--- src/edp_pwr_pkg.sv ---
package edp_pwr_pkg;
  localparam int CLK_HZ = 200_000_000;
  localparam int BLACK_MAX_MS = 200;
  localparam int HPD_MAX_MS = 200;
  localparam int VIDEO_ON_MAX_MS = 50;
  localparam int BLACK_ON_LOSS_MS = 50;
  localparam int PWR_OFF_MAX_MS = 500;
  localparam int CYC_PER_MS = CLK_HZ / 1000;
  localparam int HPD_CYC = HPD_MAX_MS * CYC_PER_MS / 2;
  localparam int LOSS_CYC = BLACK_ON_LOSS_MS * CYC_PER_MS / 2;
  localparam int PWROFF_CYC = PWR_OFF_MAX_MS * CYC_PER_MS / 2;
  localparam int H_ACTIVE = 1920;
  localparam int V_ACTIVE = 1080;
  localparam int H_TOTAL = 2192;
  localparam int V_TOTAL = 1160;
  localparam int NO_VIDEO_BIT = 3;
  localparam int PIX_W = 24;
  localparam int LINK_DIV = 25;
  typedef enum logic [2:0] {
    SNK_OFF = 3'b000,
    SNK_INIT = 3'b001,
    SNK_BLACK = 3'b011,
    SNK_VIDEO = 3'b010
  } sink_state_e;
  typedef enum logic [2:0] {
    SRC_OFF = 3'b000,
    SRC_WAIT_HPD = 3'b001,
    SRC_TRAIN = 3'b011,
    SRC_IDLE = 3'b010,
    SRC_VIDEO = 3'b110,
    SRC_BL_ON = 3'b111,
    SRC_DOWN = 3'b101
  } source_state_e;
endpackage

--- src/edp_link_if.sv ---
`timescale 1ns/10ps
interface edp_link_if;
  logic panel_logic_supply;
  logic hpd;
  logic aux_req;
  logic aux_ack;
  logic link_clk;
  logic pix_valid;
  logic [23:0] pix_data;
  logic pix_sof;
  logic no_video;
  logic stream_active;
  modport sink (input panel_logic_supply, aux_req, link_clk, pix_valid, pix_data, pix_sof,
    no_video, stream_active, output hpd, aux_ack);
  modport source (output panel_logic_supply, aux_req, link_clk, pix_valid, pix_data, pix_sof,
    no_video, stream_active, input hpd, aux_ack);
endinterface

--- src/edp_sink.sv ---
`timescale 1ns/10ps
// Functional notes
// [RULE_01] black video within 200ms of power
// [RULE_02] raise hot-plug within 200ms
// [RULE_03] aux ready whenever hot-plug high
// [RULE_04] valid video shown within 50ms
// [RULE_05] source reads capabilities before training
// [RULE_06] source sends idle pattern before video
// [RULE_07] backlight only after stable video
// [RULE_08] backlight dark before video stops
// [RULE_09] power removed within 500ms after video
// [RULE_10] no-video flag forces black
// [RULE_11] missing or invalid video: black in 50ms
// [RULE_12] validity judged from stream timing
// [RULE_13] debug control disables auto black
// [RULE_14] early aux polling tolerated safely
// [RULE_15] source retries unanswered aux polls
// [RULE_16] aux answers within 200ms of power
// [RULE_17] source holds signals low while unpowered
// [RULE_18] both link rates supported
// [RULE_19] accept 1920 by 1080 RGB frames
// [RULE_20] source sends 2192 by 1160 totals; source wraps lines at 2192, keeps no 1160-line count
// [RULE_21] power-up clears valid, hot-plug low
// [RULE_22] recovered video leaves black mode
module edp_sink #(
  parameter int HPD_CYCLES = edp_pwr_pkg::HPD_CYC,
  parameter int LOSS_CYCLES = edp_pwr_pkg::LOSS_CYC,
  parameter int DEPTH = 2
) (
  input wire logic clk_sys,
  input wire logic sys_rst,
  edp_link_if.sink link,
  input wire logic black_disable,
  input wire logic out_ready,
  output logic out_valid,
  output logic [edp_pwr_pkg::PIX_W-1:0] out_data,
  output logic black_active
);
  import edp_pwr_pkg::*;
  sink_state_e state;
  logic [1:0] sup_s;
  logic [1:0] lclk_s;
  logic [1:0] pv_s;
  logic [1:0] nv_s;
  logic [1:0] act_s;
  logic [1:0] req_s;
  logic [PIX_W-1:0] pd_s0;
  logic [PIX_W-1:0] pd_s1;
  logic [1:0] sof_s;
  logic lclk_d;
  logic [31:0] tmr;
  logic [31:0] loss;
  logic [11:0] pcnt;
  logic timing_ok;
  logic video_ok;
  logic [PIX_W-1:0] buf_mem [DEPTH];
  logic wr_ptr;
  logic rd_ptr;
  logic [1:0] fill;
  logic in_fire;
  logic supply;
  logic link_edge;
  logic take;
  logic give;
  // black wins unless the debug control keeps the picture up
  function automatic logic shows_picture(sink_state_e s, logic keep);
    return s == SNK_VIDEO || keep;
  endfunction
  // the buffer and timers cannot serve other values
  if (DEPTH != 2 || HPD_CYCLES < 1 || LOSS_CYCLES < 1) begin
    $error("bad parameter");
  end
  assign supply = sup_s[1];
  // one pulse per seen link edge; the word launched after the previous edge is settled by then
  assign link_edge = lclk_s[1] != lclk_d;
  assign take = link_edge && pv_s[1] && in_fire;
  assign give = (!out_valid || out_ready) && fill != 2'd0;
  always_ff @(posedge clk_sys) begin
    if (sys_rst) begin
      sup_s <= 2'b00;
      lclk_s <= 2'b00;
      pv_s <= 2'b00;
      nv_s <= 2'b00;
      act_s <= 2'b00;
      req_s <= 2'b00;
      sof_s <= 2'b00;
      pd_s0 <= '0;
      pd_s1 <= '0;
      lclk_d <= 1'b0;
    end else begin
      sup_s <= {sup_s[0], link.panel_logic_supply};
      lclk_s <= {lclk_s[0], link.link_clk};
      pv_s <= {pv_s[0], link.pix_valid};
      nv_s <= {nv_s[0], link.no_video};
      act_s <= {act_s[0], link.stream_active};
      req_s <= {req_s[0], link.aux_req};
      sof_s <= {sof_s[0], link.pix_sof};
      pd_s0 <= link.pix_data;
      pd_s1 <= pd_s0;
      lclk_d <= lclk_s[1];
    end
  end
  // any loss of the synced supply behaves as a power-on reset
  always_ff @(posedge clk_sys) begin
    if (sys_rst || !supply) begin
      state <= SNK_OFF; // [RULE_21]
      tmr <= 32'd0;
      link.hpd <= 1'b0;
    end else begin
      case (state)
        SNK_OFF: begin
          tmr <= 32'd0;
          state <= SNK_INIT;
        end
        SNK_INIT: begin
          tmr <= tmr + 32'd1;
          if (tmr == 32'(HPD_CYCLES)) begin
            link.hpd <= 1'b1; // aux answers from the cycle after hot-plug rises [RULE_02] [RULE_03]
            state <= SNK_BLACK;
          end
        end
        SNK_BLACK: begin
          if (video_ok) state <= SNK_VIDEO; // [RULE_22]
        end
        SNK_VIDEO: begin
          if (!video_ok && !black_disable) state <= SNK_BLACK; // [RULE_13]
        end
        default: state <= SNK_OFF;
      endcase
    end
  end
  // answers only once past init; an early poll sees silence, never a half-ready reply
  always_ff @(posedge clk_sys) begin
    if (sys_rst || !supply) begin
      link.aux_ack <= 1'b0; // polls before ready simply go unanswered [RULE_14]
    end else begin
      link.aux_ack <= req_s[1] && state != SNK_OFF && state != SNK_INIT; // [RULE_16]
    end
  end
  // line length check stands in for full attribute parsing; pixels from either link rate
  always_ff @(posedge clk_sys) begin
    if (sys_rst || !supply) begin
      pcnt <= 12'd0;
      timing_ok <= 1'b0;
    end else if (link_edge && pv_s[1]) begin
      if (sof_s[1]) begin
        timing_ok <= pcnt == 12'(H_TOTAL - 1) || pcnt == 12'd0; // [RULE_12] [RULE_18]
        pcnt <= 12'd0;
      end else begin
        pcnt <= pcnt + 12'd1;
      end
    end
  end
  // validity is lost on the no-video flag, a stopped stream or a silent link
  always_ff @(posedge clk_sys) begin
    if (sys_rst || !supply) begin
      loss <= 32'd0;
      video_ok <= 1'b0; // [RULE_21]
    end else if (nv_s[1] || !act_s[1]) begin
      video_ok <= 1'b0; // [RULE_10]
      loss <= 32'd0;
    end else if (link_edge && pv_s[1]) begin
      loss <= 32'd0;
      video_ok <= timing_ok; // [RULE_04]
    end else if (loss == 32'(LOSS_CYCLES)) begin
      video_ok <= 1'b0; // [RULE_11]
    end else begin
      loss <= loss + 32'd1;
    end
  end
  assign in_fire = fill != 2'd2;
  always_ff @(posedge clk_sys) begin
    if (sys_rst || !supply) begin
      black_active <= 1'b1;
    end else begin
      black_active <= !shows_picture(state, black_disable); // [RULE_01]
    end
  end
  // no back-pressure on the link, so a word that meets a full buffer is dropped
  always_ff @(posedge clk_sys) begin
    if (sys_rst || !supply) begin
      wr_ptr <= 1'b0;
    end else if (take) begin
      buf_mem[wr_ptr] <= pd_s1; // [RULE_19]
      wr_ptr <= ~wr_ptr;
    end
  end
  always_ff @(posedge clk_sys) begin
    if (sys_rst || !supply) begin
      fill <= 2'd0;
    end else begin
      fill <= fill + 2'(take) - 2'(give);
    end
  end
  always_ff @(posedge clk_sys) begin
    if (sys_rst || !supply) begin
      rd_ptr <= 1'b0;
      out_valid <= 1'b0;
      out_data <= '0;
    end else if (!out_valid || out_ready) begin
      out_valid <= fill != 2'd0;
      out_data <= shows_picture(state, black_disable) ? buf_mem[rd_ptr] : '0;
      if (give) rd_ptr <= ~rd_ptr;
    end else if (!shows_picture(state, black_disable)) begin
      out_data <= '0; // a held word is blanked too, so black never shows a stale pixel
    end
  end
endmodule

--- src/flat_wrapper.sv ---
// flat-port wrapper written by rule: the top's interface ports become plain ports
module edp_sink_flat import edp_pwr_pkg::*;
#(
  parameter int HPD_CYCLES = edp_pwr_pkg::HPD_CYC,
  parameter int LOSS_CYCLES = edp_pwr_pkg::LOSS_CYC,
  parameter int DEPTH = 2
)
  (clk_sys, sys_rst, black_disable, out_ready, out_valid, out_data, black_active, link_panel_logic_supply, link_aux_req, link_link_clk, link_pix_valid, link_pix_data, link_pix_sof, link_no_video, link_stream_active, link_hpd, link_aux_ack);
  edp_link_if link_i ();
  input wire logic clk_sys;
  input wire logic sys_rst;
  input wire logic black_disable;
  input wire logic out_ready;
  output logic out_valid;
  output logic [edp_pwr_pkg::PIX_W-1:0] out_data;
  output logic black_active;
  input wire logic [$bits(link_i.panel_logic_supply)-1:0] link_panel_logic_supply;
  input wire logic [$bits(link_i.aux_req)-1:0] link_aux_req;
  input wire logic [$bits(link_i.link_clk)-1:0] link_link_clk;
  input wire logic [$bits(link_i.pix_valid)-1:0] link_pix_valid;
  input wire logic [$bits(link_i.pix_data)-1:0] link_pix_data;
  input wire logic [$bits(link_i.pix_sof)-1:0] link_pix_sof;
  input wire logic [$bits(link_i.no_video)-1:0] link_no_video;
  input wire logic [$bits(link_i.stream_active)-1:0] link_stream_active;
  output wire logic [$bits(link_i.hpd)-1:0] link_hpd;
  output wire logic [$bits(link_i.aux_ack)-1:0] link_aux_ack;
  assign link_i.panel_logic_supply = link_panel_logic_supply;
  assign link_i.aux_req = link_aux_req;
  assign link_i.link_clk = link_link_clk;
  assign link_i.pix_valid = link_pix_valid;
  assign link_i.pix_data = link_pix_data;
  assign link_i.pix_sof = link_pix_sof;
  assign link_i.no_video = link_no_video;
  assign link_i.stream_active = link_stream_active;
  assign link_hpd = link_i.hpd;
  assign link_aux_ack = link_i.aux_ack;
  edp_sink #(.HPD_CYCLES(HPD_CYCLES), .LOSS_CYCLES(LOSS_CYCLES), .DEPTH(DEPTH)) u_core (.clk_sys(clk_sys), .sys_rst(sys_rst), .link(link_i), .black_disable(black_disable), .out_ready(out_ready), .out_valid(out_valid), .out_data(out_data), .black_active(black_active));
endmodule
--- config.mk ---
export PLATFORM = sky130hd
export DESIGN_NAME = edp_sink_flat
export DESIGN_NICKNAME = d
export VERILOG_FILES = /design/src/edp_pwr_pkg.sv /design/src/edp_link_if.sv /design/src/edp_sink.sv /design/src/flat_wrapper.sv
export SDC_FILE = /design/constraint.sdc
export NUM_CORES = 1
export LEC_CHECK = 0
export BUFFER_PORTS_ARGS = -buffer_cell sky130_fd_sc_hd__clkbuf_2
export CAP_MARGIN = 20
export CORE_AREA = 2 2 110 155
export CTS_BUF_LIST = sky130_fd_sc_hd__clkbuf_8 sky130_fd_sc_hd__clkbuf_16
export DETAILED_ROUTE_END_ITERATION = 10
export DIE_AREA = 0 0 112 157
export PLACE_DENSITY = 0.85
export SYNTH_ARGS = -nofsm -noshare
export SYNTH_HDL_FRONTEND = slang
export SYNTH_SLANG_ARGS = --single-unit
--- constraint.sdc ---
create_clock -name clk_sys -period 3.33 [get_ports clk_sys]
set_clock_uncertainty 0.2 [all_clocks]
set_input_delay 0.333 -clock clk_sys [delete_from_list [all_inputs] [get_ports clk_sys]]
set_output_delay 0.333 -clock clk_sys [all_outputs]
set_load 0.05 [all_outputs]
==> impl_metrics.py, run 1 <==
metrics = {
    "run_status": {
        "status": "finished, final reports clean",
    },
    "cts": {
        "clkLatencyLatePin_ps": 500,
        "clockRootBuffer": "clkbuf_16",
        "cts_tree": "built",
        "postCtsSetupBuffers": 0,
        "path_clk_slew_ps": 70,
        "clock_path_buffers": 3,
        "cts_max_level": 1,
        "cts_buffers": 21,
        "cts.sinks": 224,
    },
    "final_layout": {
        "layout-drive-gt1-share_pct": 13.1,
        "antennaDiodeCount": 0,
        "syn_to_final_growth_pct": 18.7,
        "fin_nets": 944,
    },
    "synthesis": {
        "netlist.area_leader.share_pct": 41.0,
        "yosysMostFrequentCell": "dfxtp_1",
        "synth_area_per_cell_um2": 10.5,
        "synthArstFlopShare_pct": 0,
        "ys_top_cells_by_count": "176 x dfxtp_1, 67 x nor2b_1, 62 x nor2_1",
        "synth_nets": 858,
        "synth_top_area_cell": "dfxtp_1",
        "syn_inst": 815,
        "synth_area_mm2": 0.00860,
        "synth_seq_area_share_pct": 57.7,
        "synthTopCellsByArea": "dfxtp_1 41%, edfxtp_1 17%, nor2b_1 4.9%",
        "synth_edf_count": 48,
        "synth_flop_cell": "dfxtp_1",
        "yosys_register_bits": 224,
        "ys_warn_count": 0,
        "ys_types": 47,
    },
    "timing": {
        "final_hold_viol_count": 0,
        "rsz0062_at_grt": "false",
        "finalSetupViolations": 0,
        "maxSlewHeadroom_pct": 30.0,
        "worst_slew_pin_slew_ps": 1050,
        "period_needed_ps": 2450,
        "finalSetupTns_ps": 0,
        "finalMaxSlewViolations": 0,
        "finalCritPeriodShare_pct": 73.6,
        "max_freq_ghz": 0.408,
    },
    "global_route": {
        "antenna_found_initial": 0,
        "grt_pass1_vias": 5976,
        "overflow": 0,
        "grt_first_pass_wirelength_um": 28000,
        "grt_use_total_pct": 19.1,
        "grt_max_degree": 50,
    },
    "critical_path": {
        "cp-start-kind": "flip-flop",
        "endpoint": "u_core.loss[22]$_SDFFE_PP0P_",
        "crit_required_ps": 3530,
        "r2r_slack_ps": 880,
        "crit_start": "u_core.loss[1]$_SDFFE_PP0P_",
        "path_max_fanout": 14,
        "rr_worst_depth": 5,
        "end_kind": "flip-flop",
        "arrival_ps": 2650,
        "r2r-end": "u_core.loss[22]$_SDFFE_PP0P_",
        "critPathKind": "flip-flop to flip-flop",
        "rr_startpoint": "u_core.loss[1]$_SDFFE_PP0P_",
    },
    "die": {
        "die_y_um": 157,
        "rows": 55,
        "ios": 63,
        "die-area_mm2": 0.0176,
        "start_util_pct": 53.4,
        "die_w_um": 112,
        "core_area_mm2": 0.0161,
    },
    "routing": {
        "drc": 0,
        "wl_um": 17200,
        "dr.pass1.iters": 4,
        "drtAntennaViolNets": 0,
        "vias": 6272,
        "wl_per_cell_um": 15.4,
        "vias_per_cell": 5.63,
        "drt-initial-drc-count": 372,
    },
    "pwr": {
        "peakVddDrop_v": 0.000473,
        "p_leak_nw": 3.56,
        "power_mw": 5.63,
        "pwr_density_cell_mw_per_mm2": 552,
    },
    "placed_design": {
        "place_congestion": 0.874,
        "dp_hpwl_um": 11000,
        "port_buffers": 62,
    },
    "hold_path": {
        "hold_class": "input pin to flip-flop",
    },
    "run": {
        "drv_cap": 0,
    },
}
## cell families (layout without fill, tap and decap cells)
logic type	Yosys count	after routing	share of synthesized area, %
buf+inv	60	161	2.82
compound gates	119	119	8.61
flops	224	224	57.7
mux	32	32	3.73
xor+xnor	30	30	3.06
simple gates	342	342	22.9
fa+ha+maj	8	8	1.16
## power breakdown
part | total [mW] | internal [mW] | switching, mW
clock network | 2.70 | 1.68 | 1.03
logic | 0.112 | 0.0630 | 0.0487
registers | 2.82 | 2.80 | 0.0159
## how the worst min path moves through the flow
stage                                     start                               to  slack [ps]  cells past startpoint
finish                                  sys_rst       u_core.pd_s1[6]$_SDFF_PP0_         210                      2
global route                            sys_rst       u_core.pd_s1[6]$_SDFF_PP0_         250                      2
CTS                                     sys_rst       u_core.pd_s1[6]$_SDFF_PP0_         190                      2
floorplan            u_core.pd_s1[0]$_SDFF_PP0_   u_core.buf_mem[0][0]$_DFFE_PP_         200                      0
global placement    u_core.pd_s1[20]$_SDFF_PP0_  u_core.buf_mem[0][20]$_DFFE_PP_         200                      0
detailed placement  u_core.pd_s1[16]$_SDFF_PP0_  u_core.buf_mem[1][16]$_DFFE_PP_         210                      0
## layout by cell type (no fill, tap or decap), types with 10 or more instances in the layout
cell,netlist,routed
dfxtp_1,176,176
nor2b_1,67,67
nor2_1,62,62
clkbuf_2,1,62
edfxtp_1,48,48
a21oi_1,45,45
nand2_1,35,35
mux2i_1,32,32
dlygate4sd3_1,0,32
nand3_1,31,31
nand4_1,24,24
a211oi_1,24,24
clkbuf_16,0,23
inv_1,21,22
nor4_1,22,22
o21ai_0,18,18
or4_1,17,17
xnor2_1,16,16
o31ai_1,16,16
or3_1,15,15
xor2_1,14,14
and4_1,13,13
nand2b_1,12,11
nor3_1,11,10
## state kept, by name, indices dropped and copies added, names as in the netlist, 12 cells and up, named ones only
| name | flops |
|---|---|
| u_core.buf_mem | 48 |
| u_core.tmr | 32 |
| u_core.pd_s1 | 24 |
| u_core.out_data | 24 |
| u_core.loss | 32 |
| u_core.pcnt | 12 |
| u_core.pd_s0 | 24 |
## worst max-delay path: stages (launching register included)
cell and delay (ps):
dfxtp_1 420, ha_1 270, nand4_1 300, or4_4 590, or4_1 420, a21oi_1 160
## layout make-up
type	instances	area, µm²
clock buffers	24	589
repair buffers	102	698
multi-input cells	531	3410
inverters	21	78.8
well taps	199	249
flip-flops and latches	224	4960
fillers	1227	5900
clock inverters	14	214
## routing by layer
| layer | wire (µm) | share of wire (%) | GRT usage, % | vias up |
|---|---|---|---|---|
| met5 | 0 | 0 | 0 | - |
| met4 | 468 | 2.7 | 6.45 | 0 |
| met3 | 610 | 3.5 | 2.50 | 44 |
| met2 | 9290 | 54 | 37.1 | 126 |
| met1 | 6850 | 40 | 21.4 | 2979 |
| li1 | - | - | - | 3123 |
## stage by stage
step / worst slack, ps / cell area [µm²] / hold WS, ps / cells / util, %
2_1_floorplan: 662 / 8600 / 204 / 815 / -
3_3_place_gp: 997 / 9060 / 204 / 1044 / 56.3
3_5_place_dp: 890 / 9060 / 212 / 1044 / 56.3
4_1_cts: 920 / 10200 / 193 / 1114 / 63.3
5_1_grt: 670 / 10200 / 245 / 1115 / 63.4
6_report: 879 / 10200 / 211 / 1115 / 63.4
## repair_timing
| item | 4_1_cts | 5_1_grt |
|---|---|---|
| gates resized for setup | 0 | 0 |
| endpoints found under the hold margin | 32 | 0 |
| hold buffers | 32 | 0 |
Note: power is estimated with default switching activity, not from simulation.
==> inputs of run 2 (changes only) <==
- ABC_AREA: not set -> 1
- CORE_AREA: 2 2 110 155 -> 2 2 108 152
- DIE_AREA: 0 0 112 157 -> 0 0 110 154
- PLACE_DENSITY: 0.85 -> 0.89
- clock period: 3.33 -> 2.55 ns (I/O delays scaled with it)
==> run 2 against run 1 <==
First-iteration DRC count grew 82%. Synthesized cell count grew 42%. Cell count grew 32%. Fmax grew 7.5%. Register-to-register slack lost 610 ps. Via count grew 22%. Global-route usage grew 6.2 points. Flip-flop and latch count is the same. Sequential power grew 30%. Sequential share of layout area shrank 2.8 points. Worst hold slack lost 17 ps. Critical path type unchanged. Largest cell class unchanged.
==> impl_metrics.py, run 2 <==
metrics = {
    "run_status": {
        "status": "finished, final reports clean",
    },
    "critical_path": {
        "critPathKind": "flip-flop to flip-flop",
        "path_max_fanout": 24,
        "crit_required_ps": 2520,
        "cp-start-kind": "flip-flop",
        "arrival_ps": 2250,
        "end_kind": "flip-flop",
    },
    "routing": {
        "wl_per_cell_um": 14.1,
        "highest_layer": "met4",
        "routed-wl-met2_um": 10600,
        "dr.pass1.iters": 5,
        "wl_um": 20800,
        "vias_per_cell": 5.18,
        "drt-initial-drc-count": 678,
        "drtAntennaViolNets": 0,
        "met3_length_um": 1150,
        "met1_length_um": 8090,
        "drc": 0,
        "vias": 7637,
    },
    "global_route": {
        "overflow": 0,
        "grt_first_pass_wirelength_um": 34100,
        "grt_pass1_vias": 7391,
        "grt_max_degree": 64,
        "antenna_found_initial": 1,
        "grt_use_total_pct": 25.2,
    },
    "cts": {
        "clock_path_buffers": 3,
        "postCtsSetupBuffers": 0,
        "cts.sinks": 224,
        "cts_buffers": 22,
        "cts_tree": "built",
        "clkLatencyLatePin_ps": 510,
        "path_clk_slew_ps": 70,
        "clockRootBuffer": "clkbuf_16",
        "cts_max_level": 1,
    },
    "final_layout": {
        "reg_top3": "u_core.buf_mem: 48 flops, u_core.loss: 32 flops, u_core.tmr: 32 flops",
        "largest_reg_flops": 48,
        "largest_register": "u_core.buf_mem",
        "stdcell_count": 1475,
        "fin_nets": 1305,
        "layout-drive-gt1-share_pct": 11.8,
        "post-route-util_pct": 69.9,
        "layout_commonest_cell": "nand2_1",
        "mostFrequentLayoutCells": "267 x nand2_1, 229 x nor2_1, 176 x dfxtp_1",
        "syn_to_final_growth_pct": 18.1,
    },
    "synthesis": {
        "synth_top_area_cell": "dfxtp_1",
        "synth_nets": 1200,
        "synth_mux_area_share_pct": 2.95,
        "synth_seq_area_share_pct": 54.2,
        "synth_edf_count": 48,
        "synth-xor-area-share_pct": 0.478,
        "netlist.area_leader.share_pct": 38.5,
        "synth_area_per_cell_um2": 7.92,
        "synthArstFlopShare_pct": 0,
        "ys_types": 35,
        "synth-simple-area-share_pct": 26.3,
        "synth_compound_area_share_pct": 6.87,
        "synth_fa_ha_area_share_pct": 1.09,
        "yosys_register_bits": 224,
        "yosysMostFrequentCell": "nand2_1",
        "syn_inst": 1157,
        "synth_flop_cell": "dfxtp_1",
        "ys_top_cells_by_count": "267 x nand2_1, 230 x nor2_1, 176 x dfxtp_1",
        "ys_warn_count": 0,
        "synth_top_family_by_area": "simple AND/OR/NAND/NOR gates",
        "synthTopCellsByArea": "dfxtp_1 38%, edfxtp_1 16%, nand2_1 11%",
        "synth_area_mm2": 0.00916,
    },
    "timing": {
        "rsz0062_at_grt": "false",
        "maxSlewHeadroom_pct": 58.1,
        "finalMaxSlewViolations": 0,
        "final_hold_viol_count": 0,
        "worst_slew_pin_slew_ps": 628,
        "max_freq_ghz": 0.438,
        "finalCritPeriodShare_pct": 89.5,
        "holdWs_ps": 193,
        "finalSetupViolations": 0,
        "finalSetupTns_ps": 0,
        "period_needed_ps": 2280,
    },
    "placed_design": {
        "port_buffers": 62,
        "placed_cells": 1400,
        "place_congestion": 0.894,
        "dp_hpwl_um": 12800,
    },
    "die": {
        "rows": 54,
        "die_w_um": 110,
        "die_y_um": 154,
        "start_util_pct": 59.2,
        "core_area_mm2": 0.0155,
        "die-area_mm2": 0.0169,
        "ios": 63,
    },
    "pwr": {
        "pwr_density_cell_mw_per_mm2": 691,
        "p_leak_nw": 4.19,
        "peakVddDrop_v": 0.000702,
    },
    "hold_path": {
        "hold_class": "flip-flop to flip-flop",
    },
    "run": {
        "drv_cap": 0,
    },
}
run 2: changes by cell type after synthesis, sizes merged, moves of 24 or more:
cell | previous run | this run
mux2i | 32 | 0
inv | 21 | 167
nor2b | 67 | 0
a21oi | 45 | 80
clkbuf | 35 | 8
mux2 | 0 | 24
nor2 | 62 | 242
nand2 | 35 | 268
run 2: worst max-delay path, stage by stage, from the launching register on:
cell and delay [ps]:
dfxtp_1 360, nor2_1 80, inv_1 60, nand3_1 260, a21oi_1 340, nand2_1 140, nor2_2 120, buf_4 360
run 2: metal layers:
metal | vias to the layer above | global-route usage [%]
met4 | 0 | 11.8
met1 | 3482 | 28.7
met5 | - | 0
met2 | 243 | 44.9
met3 | 70 | 4.32
li1 | 3842 | -
run 2: area by class of cell:
| type | count | area, µm² |
|---|---|---|
| Tap cell | 196 | 245 |
| Antenna cell | 1 | 2.50 |
| Clock buffer | 23 | 564 |
| Sequential cell | 224 | 4960 |
| Inverter | 167 | 627 |
| Timing Repair Buffer | 102 | 696 |
| Fill cell | 1133 | 4650 |
| Clock inverter | 17 | 253 |
| Multi-Input combinational cell | 745 | 3470 |
run 2: cell families after synthesis:
kind of cell | count (synthesis)
flops | 224
fa+ha+maj | 8
xor+xnor | 5
compound gates | 122
simple gates | 586
mux | 24
buf+inv | 188
run 2: metrics by stage:
step	area (µm²)	setup slack (ps)	power [mW]
final	10800	269	7.47
after global routing	10800	131	7.69
after CTS	10800	278	7.51
after detailed placement	9660	381	3.90
after global placement	9660	446	3.89
after floorplan	9170	11.0	3.85
run 2: worst paths after layout:
path / from / end / slack, ps / cells after the start
setup / recovery: u_core.lclk_s[1]$_SDFF_PP0_ / u_core.buf_mem[0][21]$_DFFE_PP_ / 270 / 7
hold / removal: u_core.lclk_s[0]$_SDFF_PP0_ / u_core.lclk_s[1]$_SDFF_PP0_ / 190 / 2
setup reg to reg: u_core.lclk_s[1]$_SDFF_PP0_ / u_core.buf_mem[0][21]$_DFFE_PP_ / 270 / 7
hold reg to reg: u_core.lclk_s[0]$_SDFF_PP0_ / u_core.lclk_s[1]$_SDFF_PP0_ / 190 / 2
run 2: timing repair:
item	in CTS	in global routing
hold endpoints to repair	38	0
resized for setup	0	0
hold buffers	34	0
run 2: power breakdown:
| group | switching (mW) | internal [mW] | total [mW] | leakage (nW) |
|---|---|---|---|---|
| clock | 1.38 | 2.23 | 3.61 | 0.401 |
| sequential | 0.0204 | 3.66 | 3.68 | 1.87 |
| combinational | 0.102 | 0.0814 | 0.183 | 1.91 |
| total | 1.50 | 5.97 | 7.47 | 4.19 |
